===== config.mk =====
export PLATFORM = sky130hd
export DESIGN_NAME = dspdec_top
export DESIGN_NICKNAME = d
export VERILOG_FILES = /design/src/rtl/dspdec_pkg.sv /design/src/rtl/dspdec_agu.sv /design/src/rtl/dspdec_top.sv
export VERILOG_INCLUDE_DIRS = /design/src /design/src/rtl
export SDC_FILE = /design/constraint.sdc
export NUM_CORES = 1
export LEC_CHECK = 0
export BUFFER_PORTS_ARGS = -buffer_cell sky130_fd_sc_hd__buf_2
export CORE_ASPECT_RATIO = 0.6
export CORE_UTILIZATION = 40
export CTS_CLUSTER_DIAMETER = 50
export DETAILED_ROUTE_END_ITERATION = 8
export PLACE_DENSITY = 0.73
export SYNTH_ARGS = -nofsm -noshare
export SYNTH_HDL_FRONTEND = slang
export SYNTH_SLANG_ARGS = --single-unit

===== constraint.sdc =====
create_clock -name clk_sys -period 2.3 [get_ports clk_sys]
set_input_delay 0.46 -clock clk_sys [delete_from_list [all_inputs] [get_ports clk_sys]]
set_output_delay 0.46 -clock clk_sys [all_outputs]
set_load 0.01 [all_outputs]

===== src/rtl/dspdec_defs.svh =====
// Prefix codes, step sizes and the reserved data code mask for the transfer decoder.
`ifndef DSPDEC_DEFS_SVH
`define DSPDEC_DEFS_SVH
`define DSPDEC_TRANSFER_PREFIX 4'hf
`define DSPDEC_PAR_PREFIX      6'h3e
`define DSPDEC_WORD_STEP       32'h0000_0002
`define DSPDEC_LONG_STEP       32'h0000_0004
`define DSPDEC_RESERVED_DATA   16'h005f
`endif


===== src/rtl/dspdec_pkg.sv =====
// Types shared by the transfer decoder modules.
package dspdec_pkg;
  typedef enum logic [1:0] {
    DSPDEC_AM_PREDEC,
    DSPDEC_AM_INDIRECT,
    DSPDEC_AM_POSTINC,
    DSPDEC_AM_INDEX
  } dspdec_amode_t;
  typedef enum logic [1:0] {
    DSPDEC_K_NONE,
    DSPDEC_K_DOUBLE,
    DSPDEC_K_SINGLE,
    DSPDEC_K_PARALLEL
  } dspdec_kind_t;
  typedef enum logic {
    DSPDEC_ST_FIRST,
    DSPDEC_ST_SECOND
  } dspdec_state_t;
endpackage : dspdec_pkg


===== src/rtl/dspdec_agu.sv =====
// Address generator for one transfer: access address and updated register.
`timescale 1ns/1ns
`include "dspdec_defs.svh"
module dspdec_agu
  import dspdec_pkg::*;
(
  // Request
  input  wire logic [1:0]  mode,
  input  wire logic        long_size,
  input  wire logic        enable,
  // Register values
  input  wire logic [31:0] addr_val,
  input  wire logic [31:0] index_val,
  // Results
  output logic      [31:0] access_addr,
  output logic      [31:0] new_addr,
  output logic             write_back
);
  logic [31:0] step;
  always_comb begin
    step = long_size ? `DSPDEC_LONG_STEP : `DSPDEC_WORD_STEP;
    access_addr = addr_val;
    new_addr = addr_val;
    write_back = enable;
    case (dspdec_amode_t'(mode))
      DSPDEC_AM_PREDEC: begin
        new_addr = addr_val - step;
        access_addr = addr_val - step;
      end
      DSPDEC_AM_INDIRECT: new_addr = addr_val;
      DSPDEC_AM_POSTINC: new_addr = addr_val + step;
      DSPDEC_AM_INDEX: new_addr = addr_val + index_val;
      default: new_addr = addr_val;
    endcase
  end
endmodule : dspdec_agu


===== src/rtl/dspdec_top.sv =====
// Decoder for signal-processing transfer and parallel instruction words.
`timescale 1ns/1ns
`include "dspdec_defs.svh"
module dspdec_top
  import dspdec_pkg::*;
(
  // Clock and reset
  input  wire logic        clk_sys,
  input  wire logic        resetn,
  // Fetch side
  input  wire logic        fetch_valid,
  input  wire logic [15:0] fetch_word,
  // Address register values
  input  wire logic [31:0] r2_val,
  input  wire logic [31:0] r3_val,
  input  wire logic [31:0] r4_val,
  input  wire logic [31:0] r5_val,
  input  wire logic [31:0] r6_val,
  input  wire logic [31:0] r7_val,
  input  wire logic [31:0] x_index_reg,
  input  wire logic [31:0] y_index_reg,
  // Decode result common
  output logic             dec_valid,
  output logic [1:0]       dec_kind,
  output logic             dec_reserved,
  // X half of a double transfer
  output logic             x_mem_en,
  output logic             x_store,
  output logic             x_addr_sel,
  output logic             x_data_sel,
  output logic [1:0]       x_mode,
  output logic [31:0]      x_access_addr,
  output logic             x_addr_wr,
  output logic [31:0]      x_addr_new,
  // Y half of a double transfer
  output logic             y_mem_en,
  output logic             y_store,
  output logic             y_addr_sel,
  output logic             y_data_sel,
  output logic [1:0]       y_mode,
  output logic [31:0]      y_access_addr,
  output logic             y_addr_wr,
  output logic [31:0]      y_addr_new,
  // Single transfer
  output logic             s_mem_en,
  output logic             s_store,
  output logic             s_long,
  output logic [1:0]       single_addr_sel,
  output logic [3:0]       single_data_sel,
  output logic [1:0]       s_mode,
  output logic [31:0]      s_access_addr,
  output logic             s_addr_wr,
  output logic [31:0]      s_addr_new,
  // Parallel instruction fields
  output logic [15:0]      par_transfer_field,
  output logic [15:0]      par_operation_field,
  output logic             par_alu_go,
  output logic             par_mul_go
);
  // ===========================================================================
  // State
  typedef struct packed {
    dspdec_state_t st;
    logic [15:0]   first_half;
    logic          valid;
    logic [1:0]    kind;
    logic          reserved;
    logic          xm;
    logic          xs;
    logic          xa;
    logic          xd;
    logic [1:0]    xmode;
    logic [31:0]   xacc;
    logic          xwr;
    logic [31:0]   xnew;
    logic          ym;
    logic          ys;
    logic          ya;
    logic          yd;
    logic [1:0]    ymode;
    logic [31:0]   yacc;
    logic          ywr;
    logic [31:0]   ynew;
    logic          sm;
    logic          ss;
    logic          sl;
    logic [1:0]    sa;
    logic [3:0]    sd;
    logic [1:0]    smode;
    logic [31:0]   sacc;
    logic          swr;
    logic [31:0]   snew;
    logic [15:0]   pa;
    logic [15:0]   pb;
    logic          palu;
    logic          pmul;
  } dspdec_state_r_t;

  dspdec_state_r_t s_r;
  dspdec_state_r_t s_nxt;

  // ===========================================================================
  // Combinational field extraction
  logic        is_transfer;
  logic        is_double;
  logic        is_single;
  logic        is_par;
  logic [1:0]  xm_code;
  logic [1:0]  ym_code;
  logic [31:0] x_base;
  logic [31:0] y_base;
  logic [31:0] s_base;
  logic [31:0] x_acc_w;
  logic [31:0] x_new_w;
  logic        x_wr_w;
  logic [31:0] y_acc_w;
  logic [31:0] y_new_w;
  logic        y_wr_w;
  logic [31:0] s_acc_w;
  logic [31:0] s_new_w;
  logic        s_wr_w;
  // A set bit marks a data register code that is reserved.
  localparam logic [15:0] reserved_mask = `DSPDEC_RESERVED_DATA;

  always_comb begin
    is_transfer = (fetch_word[15:12] == `DSPDEC_TRANSFER_PREFIX);
    is_par = (fetch_word[15:10] == `DSPDEC_PAR_PREFIX);
    is_double = is_transfer && (fetch_word[11:10] == 2'b00);
    is_single = is_transfer && (fetch_word[11:10] == 2'b01);
    xm_code = fetch_word[3:2];
    ym_code = fetch_word[1:0];
    x_base = fetch_word[9] ? r5_val : r4_val;
    y_base = fetch_word[8] ? r7_val : r6_val;
    case (fetch_word[9:8])
      2'b00: s_base = r4_val;
      2'b01: s_base = r5_val;
      2'b10: s_base = r2_val;
      default: s_base = r3_val;
    endcase
  end

  // Double halves never use pre-decrement: their mode 00 means no transfer.
  dspdec_agu u_agu_x (
    .mode        (xm_code),
    .long_size   (1'b0),
    .enable      (is_double && (xm_code != 2'b00)),
    .addr_val    (x_base),
    .index_val   (x_index_reg),
    .access_addr (x_acc_w),
    .new_addr    (x_new_w),
    .write_back  (x_wr_w)
  );

  dspdec_agu u_agu_y (
    .mode        (ym_code),
    .long_size   (1'b0),
    .enable      (is_double && (ym_code != 2'b00)),
    .addr_val    (y_base),
    .index_val   (y_index_reg),
    .access_addr (y_acc_w),
    .new_addr    (y_new_w),
    .write_back  (y_wr_w)
  );

  dspdec_agu u_agu_s (
    .mode        (fetch_word[3:2]),
    .long_size   (fetch_word[1]),
    .enable      (is_single),
    .addr_val    (s_base),
    .index_val   (x_index_reg),
    .access_addr (s_acc_w),
    .new_addr    (s_new_w),
    .write_back  (s_wr_w)
  );

  // ===========================================================================
  // Next state
  always_comb begin
    s_nxt = s_r;
    s_nxt.valid = 1'b0;
    s_nxt.xm = 1'b0;
    s_nxt.xwr = 1'b0;
    s_nxt.ym = 1'b0;
    s_nxt.ywr = 1'b0;
    s_nxt.sm = 1'b0;
    s_nxt.swr = 1'b0;
    s_nxt.palu = 1'b0;
    s_nxt.pmul = 1'b0;
    if (fetch_valid) begin
      case (s_r.st)
        DSPDEC_ST_FIRST: begin
          if (is_par) begin
            s_nxt.first_half = fetch_word;
            s_nxt.st = DSPDEC_ST_SECOND;
          end else begin
            s_nxt.valid = 1'b1;
            s_nxt.reserved = 1'b0;
            s_nxt.kind = DSPDEC_K_NONE;
            if (is_double) begin
              s_nxt.kind = DSPDEC_K_DOUBLE;
              s_nxt.xm = (xm_code != 2'b00);
              s_nxt.xs = fetch_word[5];
              s_nxt.xa = fetch_word[9];
              s_nxt.xd = fetch_word[7];
              s_nxt.xmode = xm_code;
              s_nxt.xacc = x_acc_w;
              s_nxt.xwr = x_wr_w;
              s_nxt.xnew = x_new_w;
              s_nxt.ym = (ym_code != 2'b00);
              s_nxt.ys = fetch_word[4];
              s_nxt.ya = fetch_word[8];
              s_nxt.yd = fetch_word[6];
              s_nxt.ymode = ym_code;
              s_nxt.yacc = y_acc_w;
              s_nxt.ywr = y_wr_w;
              s_nxt.ynew = y_new_w;
            end else if (is_single) begin
              s_nxt.kind = DSPDEC_K_SINGLE;
              s_nxt.sd = fetch_word[7:4];
              // Reserved data codes raise a flag and block the access.
              s_nxt.reserved = reserved_mask[fetch_word[7:4]];
              s_nxt.sm = !s_nxt.reserved;
              s_nxt.ss = fetch_word[0];
              s_nxt.sl = fetch_word[1];
              s_nxt.sa = fetch_word[9:8];
              s_nxt.smode = fetch_word[3:2];
              s_nxt.sacc = s_acc_w;
              s_nxt.swr = s_wr_w && !s_nxt.reserved;
              s_nxt.snew = s_new_w;
            end
          end
        end
        DSPDEC_ST_SECOND: begin
          s_nxt.st = DSPDEC_ST_FIRST;
          s_nxt.valid = 1'b1;
          s_nxt.reserved = 1'b0;
          s_nxt.kind = DSPDEC_K_PARALLEL;
          s_nxt.pa = s_r.first_half;
          s_nxt.pb = fetch_word;
          s_nxt.palu = 1'b1;
          s_nxt.pmul = 1'b1;
        end
        default: s_nxt.st = DSPDEC_ST_FIRST;
      endcase
    end
  end

  always_ff @(posedge clk_sys or negedge resetn) begin
    if (!resetn) begin
      s_r <= '0;
    end else begin
      s_r <= s_nxt;
    end
  end

  // ===========================================================================
  // Outputs, all straight from the state register
  assign dec_valid           = s_r.valid;
  assign dec_kind            = s_r.kind;
  assign dec_reserved        = s_r.reserved;
  assign x_mem_en            = s_r.xm;
  assign x_store             = s_r.xs;
  assign x_addr_sel          = s_r.xa;
  assign x_data_sel          = s_r.xd;
  assign x_mode              = s_r.xmode;
  assign x_access_addr       = s_r.xacc;
  assign x_addr_wr           = s_r.xwr;
  assign x_addr_new          = s_r.xnew;
  assign y_mem_en            = s_r.ym;
  assign y_store             = s_r.ys;
  assign y_addr_sel          = s_r.ya;
  assign y_data_sel          = s_r.yd;
  assign y_mode              = s_r.ymode;
  assign y_access_addr       = s_r.yacc;
  assign y_addr_wr           = s_r.ywr;
  assign y_addr_new          = s_r.ynew;
  assign s_mem_en            = s_r.sm;
  assign s_store             = s_r.ss;
  assign s_long              = s_r.sl;
  assign single_addr_sel     = s_r.sa;
  assign single_data_sel     = s_r.sd;
  assign s_mode              = s_r.smode;
  assign s_access_addr       = s_r.sacc;
  assign s_addr_wr           = s_r.swr;
  assign s_addr_new          = s_r.snew;
  assign par_transfer_field  = s_r.pa;
  assign par_operation_field = s_r.pb;
  assign par_alu_go          = s_r.palu;
  assign par_mul_go          = s_r.pmul;
endmodule : dspdec_top


; ---- After elaboration in Yosys (flattened, before gate mapping)
; Memory sizes are Yosys's and may differ from the RTL's.
; Cells that the tools add are included.
; Widths: inputs -> output; s select.
[classes]
addsub = 9
magnitude_cmp = 1
n_eq_ne = 12
n_mux = 24
bitwise_logic = 3
reduce_logical = 17
[ops]
columns = operator, count
row1 = $pmux 32 s4, 3
row2 = $mux 256, 1
row3 = $mux 222, 1
row4 = $mux 218, 1
row5 = $mux 32, 5
row6 = $mux 76, 2
row7 = $mux 142, 1
row8 = $add 32x32->32, 4
row9 = $pmux 32 s3, 1
row10 = $add 32x2->32 const B, 2
row11 = $sub 32x2->32 const B, 2
row12 = $mux 34, 1
row13 = $sub 32x32->32, 1
row14 = $mux 17, 1
row15 = $eq 2x2->1 const B, 5
row16 = $eq 2x1->1 const B, 4
row17 = $logic_not 2->1, 4
row18 = $pmux 4 s2, 1
row19 = $eq 6x6->1 const B, 1
row20 = $mux 3, 2
row21 = $logic_and 1x1->1, 5
row22 = $lt 4x5->1 const B, 1
row23 = $reduce_and 5->1, 1
row24 = $eq 4x4->1 const B, 1
row25 = 10 further kinds, 15
[word_totals]
reg_bits = 273
mem_bits_ro = 16
inputBits = 275
output_inout_bits = 256
wordCells = 101
n_memories = 1
[mem_list]
columns = memory, words, word_bits, read_ports, rd_ports_with_merged_regs, wr, line_no
row1 = (name not given), 16, 1, 1, 0, 0, dspdec_top.sv:221  ; s_nxt.reserved = reserved_mask[fetch_word[7:4]];

; ---- Longest topological paths before layout
[depth]
ltp_word = 9
mapped_depth = 24
ltp_nobuf = 15

; ---- Modules after synthesis
; A second synthesis with hierarchy kept.
[unflattened]
cells_unflattened = 2529
area_unflattened_um2 = 24006.8
[by_module_without_submodules]
columns = module, n_inst, cells_each, area_each_um2, seq_area_each_um2
row1 = dspdec_top, 1, 954, 13743.2, 6806.5
row2 = dspdec_agu at u_agu_y, 1, 549, 3512.1, 0.0
row3 = dspdec_agu at u_agu_x, 1, 504, 3380.7, 0.0
row4 = dspdec_agu at u_agu_s, 1, 522, 3370.7, 0.0

; ---- Least setup slack after synthesis
; No wires, ideal clock.
[synth_timing]
path_kind = input -> register
from = input port fetch_word[8]
to = register s_r, in the netlist s_addr_new[30]
setup_time_ns = 0.119
arrival_ns = 5.327
required_ns = 2.181
path_slack_ns = -3.145
cell_stages = 23
path_buffers = 9
cell_sequence = buf_6 -> buf_12 -> buf_6 -> buf_6 -> buf_6 -> buf_4 -> buf_4 -> buf_2 -> buf_2 -> mux4_2 -> ha_1 -> fa_1 -> a21o_1 -> a221oi_1 -> a21oi_1 -> o211ai_1 -> o21ai_1 -> a31oi_2 -> o21ai_1 -> and2_1 -> o31ai_1 -> mux2i_1 -> o21a_1
[synth_via]
elab_chain_len = 4
elab_cells_between_ends = 8
cone_classes = add/sub (3) / eq/ne (2) / mux (2) / reduce/logical (1)
[synth_rtl]
columns = element, line_no
row1 = "start, declared", dspdec_top.sv:12  ; input wire logic [15:0] fetch_word,
row2 = "$eq 2x2->1, or another cell as far along", dspdec_top.sv:134  ; case (fetch_word[9:8])
row3 = $pmux 32 s3 *, dspdec_top.sv:134
row4 = "$add 32x32->32, or another cell as far along", dspdec_agu.sv:32  ; DSPDEC_AM_INDEX: new_addr = addr_val + index_val;
row5 = $pmux 32 s4 *, dspdec_agu.sv:25  ; case (dspdec_amode_t'(mode))
row6 = "end signal, assigned", dspdec_top.sv:252  ; s_r <= s_nxt;
row7 = "end, declared", dspdec_top.sv:99  ; dspdec_state_r_t s_r;
; Mark *: on every way between the ends. The rest lies on a longest branch, timed or not.
; A chain may end at the register's enable or synchronous reset.

; ---- Final worst setup path
[layout_timing]
from = input port fetch_word[8]
to = register s_r, in the netlist y_addr_new[29]
[layout_via]
elab_chain_len = 3
elab_cells_between_ends = 5
cone_classes = add/sub (3) / mux (2)
[layout_rtl]
columns = element, line_no
row1 = $mux 32 *, dspdec_top.sv:133  ; y_base = fetch_word[8] ? r7_val : r6_val;
row2 = "$add 32x32->32, or another cell as far along", dspdec_agu.sv:32
row3 = $pmux 32 s4 *, dspdec_agu.sv:25
; Marked as above.

==> results.md <==
- Status: complete, but fails checks
- Failing checks: setup timing
- CP Launch Point: fetch_word[8]
- NumNets Final: 4,323
- Synth Net Count: 3,265
- Synth Flop Type: dfrtp_1
- Cells after synthesis: 2,889
- Routed WL: 106,000 µm
- Synth-to-Final Area Change: 54.5%
- Worst Hold Launch: fetch_word[13]
- Yosys warnings: 0
- First-pass GRT wire length: 150,000 µm
- Die W: 317 µm
- Endpoint type of the worst setup path: flop
- Worst Max-Slew Pin Slew: 700 ps
- Buffers on Ports: 530
- Final Setup Violations: 145
- Critical Path RT: 2740 ps
- DP Wirelength: 78,900 µm
- Fraction of synthesized cell area in xor and xnor cells: 9.70%
- P_int: 12,700 µW
- Site Rows: 68
- Total grt overflow: 0
- ANT nets after route: 0
- DR vias/cell: 5.68
- FF-to-FF End: x_access_addr[17]
- Number of max-cap violations: 0
- Leak: 0.0175 µW
- IO Pins: 531
- Hold WS: 147 ps
- Sw Share: 36.9%
- Post-synthesis sequential area ratio: 28.4%
- H-Tree Level Count: 2
- Number of synthesized flops with an enable pin: 0
- CTS buffer count: 35
- CP arrival: 3880 ps
- Total Neg Setup Slack: -78,210 ps
- Share of the synthesized area in the top cell type: 28.4%
- Mux contribution to synthesized area: 7.85%
- Library cells used by synthesis: 91
- RSZ-0062 raised after global routing: yes
- Largest family of logic cells by synthesized area: simple AND/OR/NAND/NOR gates
- Sequential share of power: 28.9%
- Synth async-reset ratio: 100%
- Period Utilization, post-route: 150%
- GR Util All Layers: 32.7%
- Initial Util: 40.9%
- Power after layout: 20,100 µW
- Final Hold Vio Count: 0
- Core ar.: 0.0580 mm²
- Worst Hold Endpoint: par_operation_field[13]
- DRT Pass-1 Iters: 6
- Max Fclk: 290 MHz
- Routed WL per cell: 22.3 µm
- Adder-Cell Fraction of Synth Area: 5.49%
- Synth top area cells: dfrtp_1 28%, buf_4 7.8%, xnor2_1 7.4%
- Pwr Density: 547 mW/mm²
- Relative slew slack: 53.4%
- Place WS: -2010 ps
- DRC: 0
- Number of global-route vias before repair: 25.0k
- Worst-path clk slew: 70 ps
- Power share of the combinational group: 42.9%
- Root buffer cell: clkbuf_16
- Slew Viols, Final: 0
- Largest net degree at the start of global routing: 91
- Clk_skew: 15.5 ps
- Switching power: 7410 µW
- Reg-to-reg setup timing slack: 190 ps
- Clock buffer depth: 3
- Min-Delay Path Depth: 2
- Simple-gate share of the synthesized area: 18.6%
- Chip height: 191 µm
- Synthesized area: 0.0237 mm²
- Clock network power share: 28.2%
- Worst setup margin: -1140 ps
- Initial antenna violation count: 12
- CTS tree: built
- Hold Crit Class: in -> reg
- Vias: 27.0k
- Worst r2r src: s_r[272]
- CTS sink cnt: 269
- Share of cells above drive strength 1: 51.1%
- Die ar.: 0.0604 mm²
- FF+latch count, synth: 269
- Crit start category: input pin
- Skew-Pair Late Insertion Delay: 560 ps
- Maximum VDD drop: 432 µV
- Crit Path Max Fanout: 5
- Syn Area/Cell: 8.22 µm²
- Starting DRC count in detailed routing: 3,025
- Min cycle time layout: 3440 ps
- CP Class: in -> reg
- R2R cell count: 8
- Compound-gate portion of the synthesized area: 18.0%
- Dominant cell type by area after synthesis: dfrtp_1
- Gpl congestion: 0.994
[worst max-delay path by stage]
stage                      to  slack (ps)  cells after the start
5_1_grt        s_addr_new[31]       -1160                     16
4_1_cts        s_addr_new[30]        -980                     15
2_1_floorplan  s_addr_new[30]       -2470                     23
3_3_place_gp   s_addr_new[29]       -1940                     16
3_5_place_dp   y_addr_new[29]       -2010                     16
6_report       y_addr_new[29]       -1140                     15
[cell usage in the layout, fill, tap and decap left out, types with 21 or more instances in the layout]
cell type / instances
xnor2_2: 33
mux2i_1: 27
nand2b_1: 23
inv_1: 64
buf_12: 26
nor3_1: 53
buf_4: 762
mux2_2: 43
nand2_1: 340
a21oi_1: 113
ha_4: 36
a21o_1: 37
nor3_4: 21
nand3_1: 44
dfrtp_1: 269
clkbuf_16: 37
and3_1: 32
a21oi_2: 49
nand2_2: 21
mux4_2: 32
nor2_2: 26
mux2i_4: 24
buf_6: 89
xor2_1: 55
o21ai_0: 95
o211ai_1: 22
nor2_4: 22
xnor2_1: 165
inv_2: 24
o21ai_1: 131
ha_1: 60
buf_2: 526
nor2_1: 157
[final cells by class]
cell class                 instances  area, µm²
fill                            4633      21300
multi-input combinational       2133      17400
timing repair buffer            1414      10100
sequential                       269       6730
clock buffer                      45        986
tap                              770        963
inverter                          94        360
clock inverter                    16        173
antenna                            4       10.0
[logic make-up after synthesis]
kind of cell	after synthesis
flops	269
compound gates	700
xor+xnor	263
mux	139
simple gates	929
buf+inv	487
fa+ha+maj	102
[layer usage]
layer	vias to the layer above	track usage, %	wire length (µm)
li1	12100	-	-
met3	296	9.19	12500
met1	13000	46.8	44700
met5	-	0	58
met4	8	11.1	4570
met2	1602	46.8	43800
[critical path, stage by stage]
cell,delay [ps]
buf_16,130
buf_12,140
buf_12,130
mux2_4,340
ha_4,240
a21o_1,160
a21o_1,200
a2111o_1,470
a31oi_4,250
o31ai_4,140
a311o_1,340
a21oi_4,240
o41ai_4,110
xor2_1,180
a221o_1,330
[synthesized netlist by cell type, types with 37 or more instances]
cell type,instances
a21o_1,37
o21ai_0,229
xnor2_1,200
dfrtp_1,269
a21oi_1,173
ha_1,97
nand3_1,56
nand2_1,370
clkbuf_1,112
nor3_1,79
buf_4,248
xor2_1,63
nor2_1,202
mux2i_1,57
inv_1,86
mux2_2,46
[stage by stage]
step / utilization (%) / area (µm²) / cells
finish: 63.2 / 36700 / 4745
global route: 63.2 / 36700 / 4742
CTS: 60.4 / 35000 / 4688
detailed placement: 54.4 / 31600 / 4551
global placement: 54.4 / 31600 / 4551
floorplan: - / 24700 / 2889
[state kept, by name, indices dropped and copies added, names as in the netlist, 4 cells and up]
register	cells
x_addr_new	32
single_data_sel	4
y_access_addr	32
par_transfer_field	16
s_addr_new	32
s_r	17
par_operation_field	16
y_addr_new	32
x_access_addr	32
s_access_addr	32
[power by group through the flow]
| stage | clock [µW] | sequential, µW | combinational, µW |
|---|---|---|---|
| 6_report | 5670 | 5800 | 8600 |
| 5_1_grt | 5960 | 5860 | 9120 |
| 4_1_cts | 5790 | 5790 | 7800 |
| 3_5_place_dp | 0 | 5860 | 7050 |
| 3_3_place_gp | 0 | 5850 | 6940 |
| 2_1_floorplan | 0 | 5760 | 4460 |
[timing repair]
item	CTS	global route
resized for setup	333	288
endpoints found under the hold margin	32	0
buffers inserted	74	76
cloned	3	0
setup endpoints to repair	146	154
hold buffers	1	0
pin swaps	172	184
No activity file was read; power rests on OpenSTA's default activity.
